### src/isra_pkg.sv
// shared constants and types for the serial register-access slave
package isra_pkg;

    // 7-bit slave address 1101000
    localparam logic [6:0] DEV_ADDR_RESET = 7'h68;
    // direction bit value that selects a read
    localparam logic       DIR_READ       = 1'b1;
    // bits per byte on the wire
    localparam logic [3:0] BYTE_BITS      = 4'h8;
    // register pointer value after reset
    localparam logic [7:0] PTR_RESET      = 8'h00;
    // bench period of the serial clock, and samples per period at 8 ns
    localparam int         LINK_PERIOD_NS = 125;
    localparam int         CLK_PERIOD_NS  = 8;
    localparam int         LINK_SAMPLES   = LINK_PERIOD_NS / CLK_PERIOD_NS;

    typedef struct packed {
        logic scl;
        logic sda;
    } isra_pin_in_type;

    typedef struct packed {
        logic       strobe;
        logic [7:0] addr;
        logic [7:0] data;
    } isra_wr_type;

    typedef enum logic [3:0] {
        ST_IDLE,
        ST_ADDR,
        ST_ADDR_ACK,
        ST_PTR,
        ST_PTR_ACK,
        ST_WDATA,
        ST_WDATA_ACK,
        ST_RDATA,
        ST_RDATA_ACK,
        ST_IGNORE
    } isra_state_type;

endpackage

### src/isra_i2c_slave.sv
// serial slave giving an outside bus master access to the register space
// How it works
// - read: ack address, then send data bytes
// - stop or repeated start ends a transfer
// - bytes travel most significant bit first
// - device acks every byte it receives except a non-matching address
// - start begins a transfer, stop ends it
// - first byte: address 1101000 plus direction
// - matching address gets data line pulled low
// - write: byte after address loads pointer
// - pointer advances after every data byte
// - direction one: device drives data line
// - first read byte from current pointer
// - read without pointer write uses last pointer
// - read goes on until master not-acknowledges
// - send bits in step with serial clock
// - after not-acknowledge, release data line high
// - data changes with clock high mean start/stop
`timescale 1ns/1ps

module isra_i2c_slave #(
    parameter logic [6:0] DEV_ADDR = isra_pkg::DEV_ADDR_RESET
) (
    input  wire logic                      ref_clk,
    input  wire logic                      nrst,
    input  wire isra_pkg::isra_pin_in_type pins,
    output logic                           sda_out,
    output logic                           sda_oe_n,
    output isra_pkg::isra_wr_type          wr,
    output logic [7:0]                     rd_addr,
    output logic                           rd_take,
    input  wire logic [7:0]                rd_data,
    output logic                           busy
);

    isra_pkg::isra_pin_in_type sync1_q;
    isra_pkg::isra_pin_in_type sync2_q;
    isra_pkg::isra_pin_in_type prev_q;
    isra_pkg::isra_state_type  state_q;
    logic [3:0]                bit_q;
    logic [7:0]                rx_q;
    logic [7:0]                tx_q;
    logic [7:0]                ptr_q;
    logic                      nack_q;
    logic                      start_ev;
    logic                      stop_ev;
    logic                      scl_rise;
    logic                      scl_fall;
    logic                      byte_end;
    logic                      addr_match;
    logic                      read_more;
    logic                      drive_d;
    logic                      in_byte;
    logic                      load_tx;

    // two-stage synchronisers; only stage two and later are read
    always_ff @(posedge ref_clk or negedge nrst) begin
        if (!nrst) begin
            sync1_q <= '1;
            sync2_q <= '1;
            prev_q  <= '1;
        end else begin
            sync1_q <= pins;
            sync2_q <= sync1_q;
            prev_q  <= sync2_q;
        end
    end

    // data edge with clock high is a bus condition
    assign start_ev   = sync2_q.scl && prev_q.scl && prev_q.sda && !sync2_q.sda;
    assign stop_ev    = sync2_q.scl && prev_q.scl && !prev_q.sda && sync2_q.sda;
    assign scl_rise   = sync2_q.scl && !prev_q.scl;
    assign scl_fall   = !sync2_q.scl && prev_q.scl;
    assign byte_end   = scl_fall && (bit_q == isra_pkg::BYTE_BITS);
    assign addr_match = (rx_q[7:1] == DEV_ADDR);
    assign read_more  = scl_fall && (state_q == isra_pkg::ST_RDATA_ACK) && !nack_q;
    assign in_byte    = (state_q == isra_pkg::ST_ADDR) || (state_q == isra_pkg::ST_PTR)
                        || (state_q == isra_pkg::ST_WDATA) || (state_q == isra_pkg::ST_RDATA);
    assign load_tx    = scl_fall
                        && ((state_q == isra_pkg::ST_ADDR_ACK && rx_q[0] == isra_pkg::DIR_READ)
                            || read_more);

    // transfer sequencing
    always_ff @(posedge ref_clk or negedge nrst) begin
        if (!nrst) begin
            state_q <= isra_pkg::ST_IDLE;
        end else if (start_ev) begin
            // repeated start restarts at once, bus stays claimed
            state_q <= isra_pkg::ST_ADDR;
        end else if (stop_ev) begin
            state_q <= isra_pkg::ST_IDLE;
        end else begin
            unique case (state_q)
                isra_pkg::ST_IDLE,
                isra_pkg::ST_IGNORE: begin
                    state_q <= state_q;
                end
                isra_pkg::ST_ADDR: begin
                    if (byte_end) begin
                        if (addr_match) begin
                            state_q <= isra_pkg::ST_ADDR_ACK;
                        end else begin
                            state_q <= isra_pkg::ST_IGNORE;
                        end
                    end
                end
                isra_pkg::ST_ADDR_ACK: begin
                    if (scl_fall) begin
                        if (rx_q[0] == isra_pkg::DIR_READ) begin
                            state_q <= isra_pkg::ST_RDATA;
                        end else begin
                            state_q <= isra_pkg::ST_PTR;
                        end
                    end
                end
                isra_pkg::ST_PTR: begin
                    if (byte_end) begin
                        state_q <= isra_pkg::ST_PTR_ACK;
                    end
                end
                isra_pkg::ST_PTR_ACK,
                isra_pkg::ST_WDATA_ACK: begin
                    if (scl_fall) begin
                        state_q <= isra_pkg::ST_WDATA;
                    end
                end
                isra_pkg::ST_WDATA: begin
                    if (byte_end) begin
                        state_q <= isra_pkg::ST_WDATA_ACK;
                    end
                end
                isra_pkg::ST_RDATA: begin
                    if (byte_end) begin
                        state_q <= isra_pkg::ST_RDATA_ACK;
                    end
                end
                isra_pkg::ST_RDATA_ACK: begin
                    if (scl_fall) begin
                        if (!nack_q) begin
                            state_q <= isra_pkg::ST_RDATA;
                        end else begin
                            state_q <= isra_pkg::ST_IGNORE;
                        end
                    end
                end
            endcase
        end
    end

    // bit counter within a byte; a cut byte is dropped
    always_ff @(posedge ref_clk or negedge nrst) begin
        if (!nrst) begin
            bit_q <= '0;
        end else if (start_ev || stop_ev || byte_end) begin
            bit_q <= '0;
        end else if (scl_rise && in_byte) begin
            bit_q <= bit_q + 4'h1;
        end
    end

    // receive shift register
    always_ff @(posedge ref_clk or negedge nrst) begin
        if (!nrst) begin
            rx_q <= '0;
        end else if (!start_ev && !stop_ev && scl_rise && in_byte
                     && state_q != isra_pkg::ST_RDATA) begin
            rx_q <= {rx_q[6:0], sync2_q.sda};
        end
    end

    // transmit shift register, loaded at the fall that ends an ack slot
    always_ff @(posedge ref_clk or negedge nrst) begin
        if (!nrst) begin
            tx_q <= '1;
        end else if (!start_ev && !stop_ev) begin
            if (load_tx) begin
                tx_q <= rd_data;
            end else if (scl_fall && !byte_end && state_q == isra_pkg::ST_RDATA) begin
                tx_q <= {tx_q[6:0], 1'b1};
            end
        end
    end

    // master acknowledge after each sent byte
    always_ff @(posedge ref_clk or negedge nrst) begin
        if (!nrst) begin
            nack_q <= 1'b1;
        end else if (!start_ev && !stop_ev && scl_rise
                     && state_q == isra_pkg::ST_RDATA_ACK) begin
            nack_q <= sync2_q.sda;
        end
    end

    // register pointer
    always_ff @(posedge ref_clk or negedge nrst) begin
        if (!nrst) begin
            ptr_q <= isra_pkg::PTR_RESET;
        end else if (!start_ev && !stop_ev && byte_end) begin
            if (state_q == isra_pkg::ST_PTR) begin
                ptr_q <= rx_q;
            end else if (state_q == isra_pkg::ST_WDATA || state_q == isra_pkg::ST_RDATA) begin
                ptr_q <= ptr_q + 8'h01;
            end
        end
    end

    // write strobe toward the register space, one cycle per data byte
    always_ff @(posedge ref_clk or negedge nrst) begin
        if (!nrst) begin
            wr <= '0;
        end else begin
            wr.strobe <= !start_ev && !stop_ev && byte_end && (state_q == isra_pkg::ST_WDATA);
            if (!start_ev && !stop_ev && byte_end && (state_q == isra_pkg::ST_WDATA)) begin
                wr.addr <= ptr_q;
                wr.data <= rx_q;
            end
        end
    end

    // read take pulse marks each byte loaded for sending
    always_ff @(posedge ref_clk or negedge nrst) begin
        if (!nrst) begin
            rd_take <= 1'b0;
        end else begin
            rd_take <= !start_ev && !stop_ev && load_tx;
        end
    end

    // open-drain data pin: only ever pulls low
    always_comb begin
        unique case (state_q)
            isra_pkg::ST_ADDR_ACK,
            isra_pkg::ST_PTR_ACK,
            isra_pkg::ST_WDATA_ACK: drive_d = 1'b1;
            isra_pkg::ST_RDATA:     drive_d = !tx_q[7];
            default:                drive_d = 1'b0;
        endcase
    end

    always_ff @(posedge ref_clk or negedge nrst) begin
        if (!nrst) begin
            sda_out  <= 1'b0;
            sda_oe_n <= 1'b1;
            rd_addr  <= isra_pkg::PTR_RESET;
            busy     <= 1'b0;
        end else begin
            sda_out  <= 1'b0;
            sda_oe_n <= !drive_d || start_ev || stop_ev;
            rd_addr  <= ptr_q;
            busy     <= (state_q != isra_pkg::ST_IDLE);
        end
    end

endmodule

### config.mk
export PLATFORM = sky130hd
export DESIGN_NAME = isra_i2c_slave
export DESIGN_NICKNAME = d
export VERILOG_FILES = /design/src/isra_pkg.sv /design/src/isra_i2c_slave.sv
export SDC_FILE = /design/constraint.sdc
export NUM_CORES = 1
export LEC_CHECK = 0
export BUFFER_PORTS_ARGS = -buffer_cell sky130_fd_sc_hd__buf_4
export CORE_MARGIN = 2
export CORE_UTILIZATION = 55
export DETAILED_ROUTE_END_ITERATION = 10
export HOLD_SLACK_MARGIN = 0.05
export PLACE_DENSITY = 0.79
export SLEW_MARGIN = 40
export SYNTH_ARGS = -nofsm -noshare
export SYNTH_HDL_FRONTEND = slang
export SYNTH_SLANG_ARGS = --single-unit
### constraint.sdc
create_clock -name ref_clk -period 6.15 [get_ports ref_clk]
set_input_delay 0.3075 -clock ref_clk [delete_from_list [all_inputs] [get_ports ref_clk]]
set_output_delay 0.3075 -clock ref_clk [all_outputs]
set_load 0.005 [all_outputs]
==> results of run 1 <==
[power by group]
part	switching, mW	internal, mW
clock network	0.149	0.156
registers	0.0647	0.498
logic	0.0571	0.0674
total	0.271	0.721
[cell families (layout without fill, tap and decap cells)]
family | after synthesis | count (layout) | synth area share
AOI/OAI and AO/OA | 53 | 53 | 0.112
xor gates and xnor gates | 5 | 5 | 0.0147
adders and majority gates | 3 | 3 | 0.0126
buffers and inverters | 27 | 71 | 0.0436
DFF | 67 | 67 | 0.569
muxes | 27 | 27 | 0.112
other | 1 | 1 | 0.00126
and+or+nand+nor | 72 | 72 | 0.135
[synth_stat cells (all sizes together) (3+ instances only)]
master | number | area (µm²)
dfrtp | 51 | 1280
mux2 | 25 | 315
nor2 | 21 | 86.3
dfstp | 16 | 420
inv | 15 | 56.3
a21oi | 14 | 70.1
nand2 | 13 | 48.8
o21ai | 10 | 50.0
o22ai | 10 | 62.6
clkbuf | 8 | 30.0
nand3 | 6 | 30.0
nor3 | 5 | 30.0
a2bb2oi | 4 | 35.0
a31oi | 4 | 25.0
and3 | 4 | 25.0
buf | 4 | 43.8
xor2 | 4 | 35.0
ha | 3 | 37.5
nand3b | 3 | 22.5
nand4b | 3 | 26.3
or3 | 3 | 18.8
[per-stage QoR]
| stage | hold WS, ns | util | std cells |
|---|---|---|---|
| global placement | 0.347 | 0.636 | 352 |
| global route | 0.0536 | 0.671 | 369 |
| detailed placement | 0.347 | 0.636 | 352 |
| floorplan | 0.0119 | - | 255 |
| finish | 0.0731 | 0.671 | 369 |
| CTS | 0.0635 | 0.668 | 368 |
[routing by layer]
layer | vias to the layer above | share of wire
met5 | - | 0
met4 | 0 | 0.011
met3 | 6 | 0.042
met2 | 44 | 0.50
met1 | 973 | 0.45
li1 | 990 | -
[critical path, cell delays in order, from the launching register on]
cell and delay [ns]:
dfrtp_1 0.42, inv_1 0.07, ha_1 0.13, nand3b_1 0.16, nor2_4 0.15, nand2_1 0.08, or3_2 0.72, mux2_4 0.38
[layout make-up]
class                           instances  area, µm²
Fill cell                             390       1700
Sequential cell                        67       1700
Multi-Input combinational cell        161       1160
Timing Repair Buffer                   40        307
Clock buffer                           13        149
Tap cell                               70       87.6
Inverter                               15       56.3
Clock inverter                          3       15.0
[what timing repair did]
item	in CTS	in global routing
resized for setup	0	0
hold buffers	0	1
hold endpoints to repair	0	51
[sequential cells by signal, summed over array words and instances, names as in the netlist]
| name | flops |
|---|---|
| sync1_q | 2 |
| state_q | 4 |
| tx_q | 8 |
| rd_addr | 8 |
| rd_take | 1 |
| sda_oe_n | 1 |
| rx_q | 8 |
| ptr_q | 8 |
| bit_q | 4 |
| wr | 17 |
| sync2_q | 2 |
| nack_q | 1 |
| prev_q | 2 |
| busy | 1 |
[path summary, 6_finish.rpt]
path	startpoint	endpoint	cells after the start
setup / recovery	bit_q[0]	wr[1]	7
hold / removal	pins[0]	sync1_q[0]	1
setup reg to reg	bit_q[0]	wr[1]	7
hold reg to reg	sync1_q[0]	sync2_q[0]	0
max in group asynchronous	nrst	bit_q[2]	2
min in group asynchronous	nrst	wr[1]	2
[cell usage in the layout (no fill, tap or decap), types with 2 or more instances in the layout]
cell       synthesis  final
dfrtp_1           51     51
buf_4              1     38
nor2_1            20     20
mux2_2            16     16
dfstp_2           16     16
inv_1             15     15
a21oi_1           14     14
nand2_1           13     13
o22ai_1           10     10
clkbuf_8           0     10
o21ai_0            9      9
mux2_4             9      9
nand3_1            6      6
xor2_1             4      4
and3_1             4      4
a2bb2oi_1          4      4
a31oi_1            4      4
nor3_1             4      4
nand3b_1           3      3
nand4b_1           3      3
ha_1               3      3
clkbuf_1           8      3
clkinv_2           0      3
or3_1              3      2
or2_2              2      2
mux2i_1            2      2
nor3b_1            2      2
o22a_1             2      2
==> impl_metrics.py, run 1 <==
metrics = {
    "run_status": {
        "run_status": "finished clean",
    },
    "synth": {
        "synth_enable_flop_cells": 0,
        "ys_ff_latch": 67,
        "syn_area_per_cell_um2": 11.7,
        "yosysUniqueCellTypes": 53,
        "synth_nets": 270,
        "async_flop_share": 1.00,
        "ys_seq_area_frac": 0.569,
        "synth_flop_cell": "dfrtp_1",
        "synth_cells": 255,
        "yosysWarningCount": 0,
        "synthesis.area_mm2": 0.00298,
    },
    "clocking": {
        "clk_pin_slew_ns": 0.06,
        "cts_tree": "built",
        "clockRootBuffer": "clkbuf_8",
        "clock-sinks": 67,
        "clk_path_buf_depth": 2,
        "h-tree-depth": 3,
        "postCtsSetupBuffers": 0,
        "clkLatencyLatePin_ns": 0.34,
        "cts_buffers": 9,
    },
    "sta": {
        "maxSlewViolCount": 0,
        "finalCritPeriodShare": 0.366,
        "fin_ws_ns": 3.90,
        "fmax_mhz": 445,
        "layout_min_cycle_time_ns": 2.25,
        "skew_ns": 0.00889,
        "rsz0062_at_grt": "false",
        "hold_viol": 0,
        "max_slew.worst_pin.slew_ns": 0.565,
        "slew_headroom": 0.621,
        "setup_viol": 0,
        "final.setup.tns_ns": 0,
    },
    "drt": {
        "via_count": 2013,
        "drt_iter0_markers": 101,
        "dr.pass1.iters": 4,
        "drt-wirelength-per-cell_um": 14.0,
        "drc_errors": 0,
        "via_per_inst": 5.46,
        "antenna_left": 0,
        "routed_wirelength_um": 5150,
    },
    "grt": {
        "overflow": 0,
        "grt_pass1_vias": 1913,
        "met1_usage": 0.251,
        "use_met2": 0.302,
        "antenna_found_initial": 0,
        "met3_usage": 0.0663,
        "grt-busiest-layer": "met2",
        "grt_max_degree": 68,
        "grtUsageTotal": 0.192,
        "grt_pass1_wl_um": 9050,
    },
    "power": {
        "total_power_mw": 0.992,
        "power_density_mw_per_mm2": 286,
        "total_leakage_power_nw": 1.66,
        "vdd_ir_drop_max_v": 0.000178,
    },
    "placement": {
        "port-buffer-count": 39,
        "gp_congestion": 0.818,
        "dp_hpwl_um": 3530,
        "placedInstanceArea_mm2": 0.00329,
        "dp_slack_ns": 3.91,
    },
    "die": {
        "core_area_mm2": 0.00517,
        "die_w_um": 77.7,
        "die_area_mm2": 0.00603,
        "pin_count": 41,
        "fp.dieH_um": 77.7,
        "initial_core_util": 0.577,
        "num_rows": 26,
    },
    "cells_and_area": {
        "antenna_cells": 0,
        "drive_above_1_share": 0.338,
        "postLayoutCellArea_mm2": 0.00347,
        "finish.net_count": 309,
        "syn_to_final_growth_pct": 16.3,
    },
    "job": {
        "maxCapViolCount": 0,
    },
    "critical_path": {
        "cp_max_fo": 17,
        "worstSetupPathType": "reg -> reg",
        "cp.required_ns": 6.37,
        "cp-end-kind": "flop",
        "rrSetupSlack_ns": 3.90,
        "startpoint_type": "flop",
        "arrival_ns": 2.47,
    },
    "worst_hold_path": {
        "min_path_type": "in -> reg",
    },
}
Note: power is estimated with default switching activity, not from simulation.
==> run 2: changes to the inputs <==
ABC_AREA = 1   (was not set)
clock period = 2.3 ns   (was 6.15 ns; I/O delays follow)
==> run 2 against run 1 <==
  * Area after synthesis rose by 3.3%
  * Clock skew barely moved
  * Flip-flop and latch count did not move
  * Die area rose by 3.1%
  * Combinational power rose to 8.0 times the previous value
  * Non-clock buffer count rose by 5
  * Fmax rose by 28%
  * Clock power rose to 2.9 times the previous value
  * Critical endpoint is now ptr_q[2]
  * Largest cell class unchanged
==> impl_metrics.py, run 2 <==
metrics = {
    "grt": {
        "grt_pass1_wl_um": 10500,
        "overflow": 0,
        "grt_max_degree": 68,
        "grt_pass1_vias": 2310,
        "antenna_found_initial": 0,
        "grtUsageTotal": 0.217,
    },
    "synth": {
        "netlist_top_cells_count": "nand2_1 (122), dfrtp_1 (51), nor2_1 (35)",
        "synthMuxAreaShare": 0,
        "synth_enable_flop_cells": 0,
        "synthesis.area_mm2": 0.00308,
        "async_flop_share": 1.00,
        "synth.largest_area_cell": "dfrtp_1",
        "synth_simple_gate_area_share": 0.268,
        "synth_nets": 393,
        "ys_seq_area_frac": 0.550,
        "yosysUniqueCellTypes": 27,
        "synth_cells": 378,
        "synth_top_cell_area_share": 0.414,
        "synthAdderAreaFrac": 0.0122,
        "synth-compound-area-share": 0.0962,
        "synth-xor-area-share": 0.00568,
        "synth_flop_cell": "dfrtp_1",
        "yosysWarningCount": 0,
        "ys_ff_latch": 67,
        "synth.most_common_cell": "nand2_1",
        "syn_area_per_cell_um2": 8.16,
        "synth_top_family_by_area": "simple AND/OR/NAND/NOR gates",
        "synthTopCellsByArea": "dfrtp_1 (41%), nand2_1 (15%), dfstp_2 (14%)",
    },
    "cells_and_area": {
        "largest_reg_flops": 17,
        "antenna_cells": 0,
        "regMostFlops": "wr",
        "final_common_cell": "nand2_1",
        "syn_to_final_growth_pct": 18.3,
        "final_cell_mix": "nand2_1 (122), dfrtp_1 (51), buf_4 (39), nor2_1 (35), inv_1 (34)",
        "drive_above_1_share": 0.195,
        "finish.net_count": 440,
    },
    "drt": {
        "routed_wirelength_um": 6100,
        "dr.pass1.iters": 4,
        "drc_errors": 0,
        "antenna_left": 0,
        "via_count": 2547,
        "drt_iter0_markers": 97,
        "via_per_inst": 5.07,
        "drt-wirelength-per-cell_um": 12.2,
    },
    "critical_path": {
        "r2r-end": "ptr_q[2]",
        "arrival_ns": 2.01,
        "critPathMaxStageDelay_ns": 0.40,
        "cp-end-kind": "flop",
        "cp.required_ns": 2.55,
        "slowest_stage": "dfrtp_1",
        "rr_worst_depth": 8,
        "path_cells": "inv_1 > ha_1 > nand3_1 > nor2_1 > nand2_1 > inv_2 > o21ai_0 > a22oi_1",
        "rrSetupSlack_ns": 0.54,
        "worstSetupPathType": "reg -> reg",
        "startpoint_type": "flop",
        "cp_max_fo": 13,
        "r2r-start": "bit_q[0]",
    },
    "power": {
        "power.share.clock": 0.251,
        "power_density_mw_per_mm2": 953,
        "total_power_mw": 3.48,
        "switching_power_mw": 1.23,
        "seqPwrFrac": 0.463,
        "total_leakage_power_nw": 1.87,
        "combPwrFrac": 0.286,
        "vdd_ir_drop_max_v": 0.000563,
        "p_sw_frac": 0.354,
        "p_int_mw": 2.25,
    },
    "die": {
        "initial_core_util": 0.563,
        "pin_count": 41,
        "num_rows": 27,
        "core_area_mm2": 0.00547,
        "fp.dieH_um": 78.9,
        "die_area_mm2": 0.00622,
        "die_w_um": 78.9,
    },
    "clocking": {
        "clk_path_buf_depth": 2,
        "clk_pin_slew_ns": 0.07,
        "clkLatencyLatePin_ns": 0.34,
        "cts_resized": 0,
        "cts_tree": "built",
        "clock-sinks": 67,
        "h-tree-depth": 3,
        "cts_buffers": 9,
        "clockRootBuffer": "clkbuf_8",
    },
    "sta": {
        "fin_ws_ns": 0.541,
        "finalCritPeriodShare": 0.765,
        "slew_headroom": 0.622,
        "holdWs_ns": 0.0661,
        "final.setup.tns_ns": 0,
        "layout_min_cycle_time_ns": 1.76,
        "hold_viol": 0,
        "maxSlewViolCount": 0,
        "setup_viol": 0,
        "fmax_mhz": 569,
        "rsz0062_at_grt": "false",
        "skew_ns": 0.00842,
        "max_slew.worst_pin.slew_ns": 0.568,
    },
    "placement": {
        "dp_hpwl_um": 4410,
        "gp_congestion": 0.933,
        "dp_slack_ns": 0.540,
        "port-buffer-count": 39,
    },
    "worst_hold_path": {
        "min_path_type": "in -> reg",
        "whs_endpoint": "tx_q[6]",
        "hold_path.startpoint": "rd_data[6]",
        "whs_path_depth": 5,
    },
    "job": {
        "maxCapViolCount": 0,
    },
    "run_status": {
        "run_status": "finished clean",
    },
}
[run 2: cell count changes after synthesis, sizes merged, moves of 7 or more]
cell	before	now
inv	15	39
o21ai	10	42
nand2	13	125
nand3	6	32
nor2	21	39
mux2	25	0
o22ai	10	0
clkbuf	8	1
[run 2: worst max-delay path: cells and delay by family (launching register included)]
kind	cells	cell delay (ns)
DFF	1	0.40
adders and majority gates	1	0.16
AOI/OAI and AO/OA	2	0.26
buffers and inverters	2	0.28
and+or+nand+nor	3	0.56
[run 2: stage by stage]
stage / cell area (µm²) / cells / utilization
final: 3650 / 502 / 0.667
after global placement: 3410 / 481 / 0.624
after detailed placement: 3410 / 481 / 0.624
after floorplan: 3080 / 378 / -
after global routing: 3650 / 502 / 0.667
after CTS: 3640 / 502 / 0.666
[run 2: cell families after synthesis]
logic type                 Yosys count
and+or+nand+nor                    200
DFF                                 67
AOI/OAI and AO/OA                   57
buffers and inverters               48
adders and majority gates            3
xor gates and xnor gates             2
other                                1
[run 2: what timing repair did]
item,4_1_cts,5_1_grt
setup buffers,0,0
hold buffers,5,0
hold endpoints to repair,55,0
[run 2: worst max-delay path by stage]
stage          slack [ns]  depth (start not counted)       end      start
3_5_place_dp         0.54                          7     wr[1]  prev_q[1]
4_1_cts              0.54                          7     wr[1]  prev_q[1]
5_1_grt              0.25                          9     wr[6]   bit_q[0]
6_report             0.54                          8  ptr_q[2]   bit_q[0]
3_3_place_gp         0.58                          7     wr[2]  prev_q[1]
2_1_floorplan        0.81                          8     wr[6]  prev_q[1]
[run 2: power by group through the flow]
stage | registers (mW) | clock network, mW | logic [mW]
after CTS | 1.61 | 0.896 | 0.996
after detailed placement | 1.63 | 0 | 0.986
after floorplan | 1.59 | 0 | 0.745
after global placement | 1.62 | 0 | 0.967
final | 1.61 | 0.871 | 0.996
after global routing | 1.64 | 0.948 | 1.16
[run 2: layer usage]
metal / GRT usage / part of all wire / up-vias
met4: 0.100 / 0.017 / 0
met1: 0.300 / 0.49 / 1186
li1: - / - / 1296
met2: 0.338 / 0.46 / 56
met5: 0 / 0 / -
met3: 0.0386 / 0.038 / 9
[run 2: final cells by class]
type                       instances  area, µm²
tap                               72       90.1
multi-input combinational        263       1180
inverter                          39        146
sequential                        67       1700
clock inverter                     4       25.0
timing repair buffer              45        354
clock buffer                      12        155
fill                             472       1820
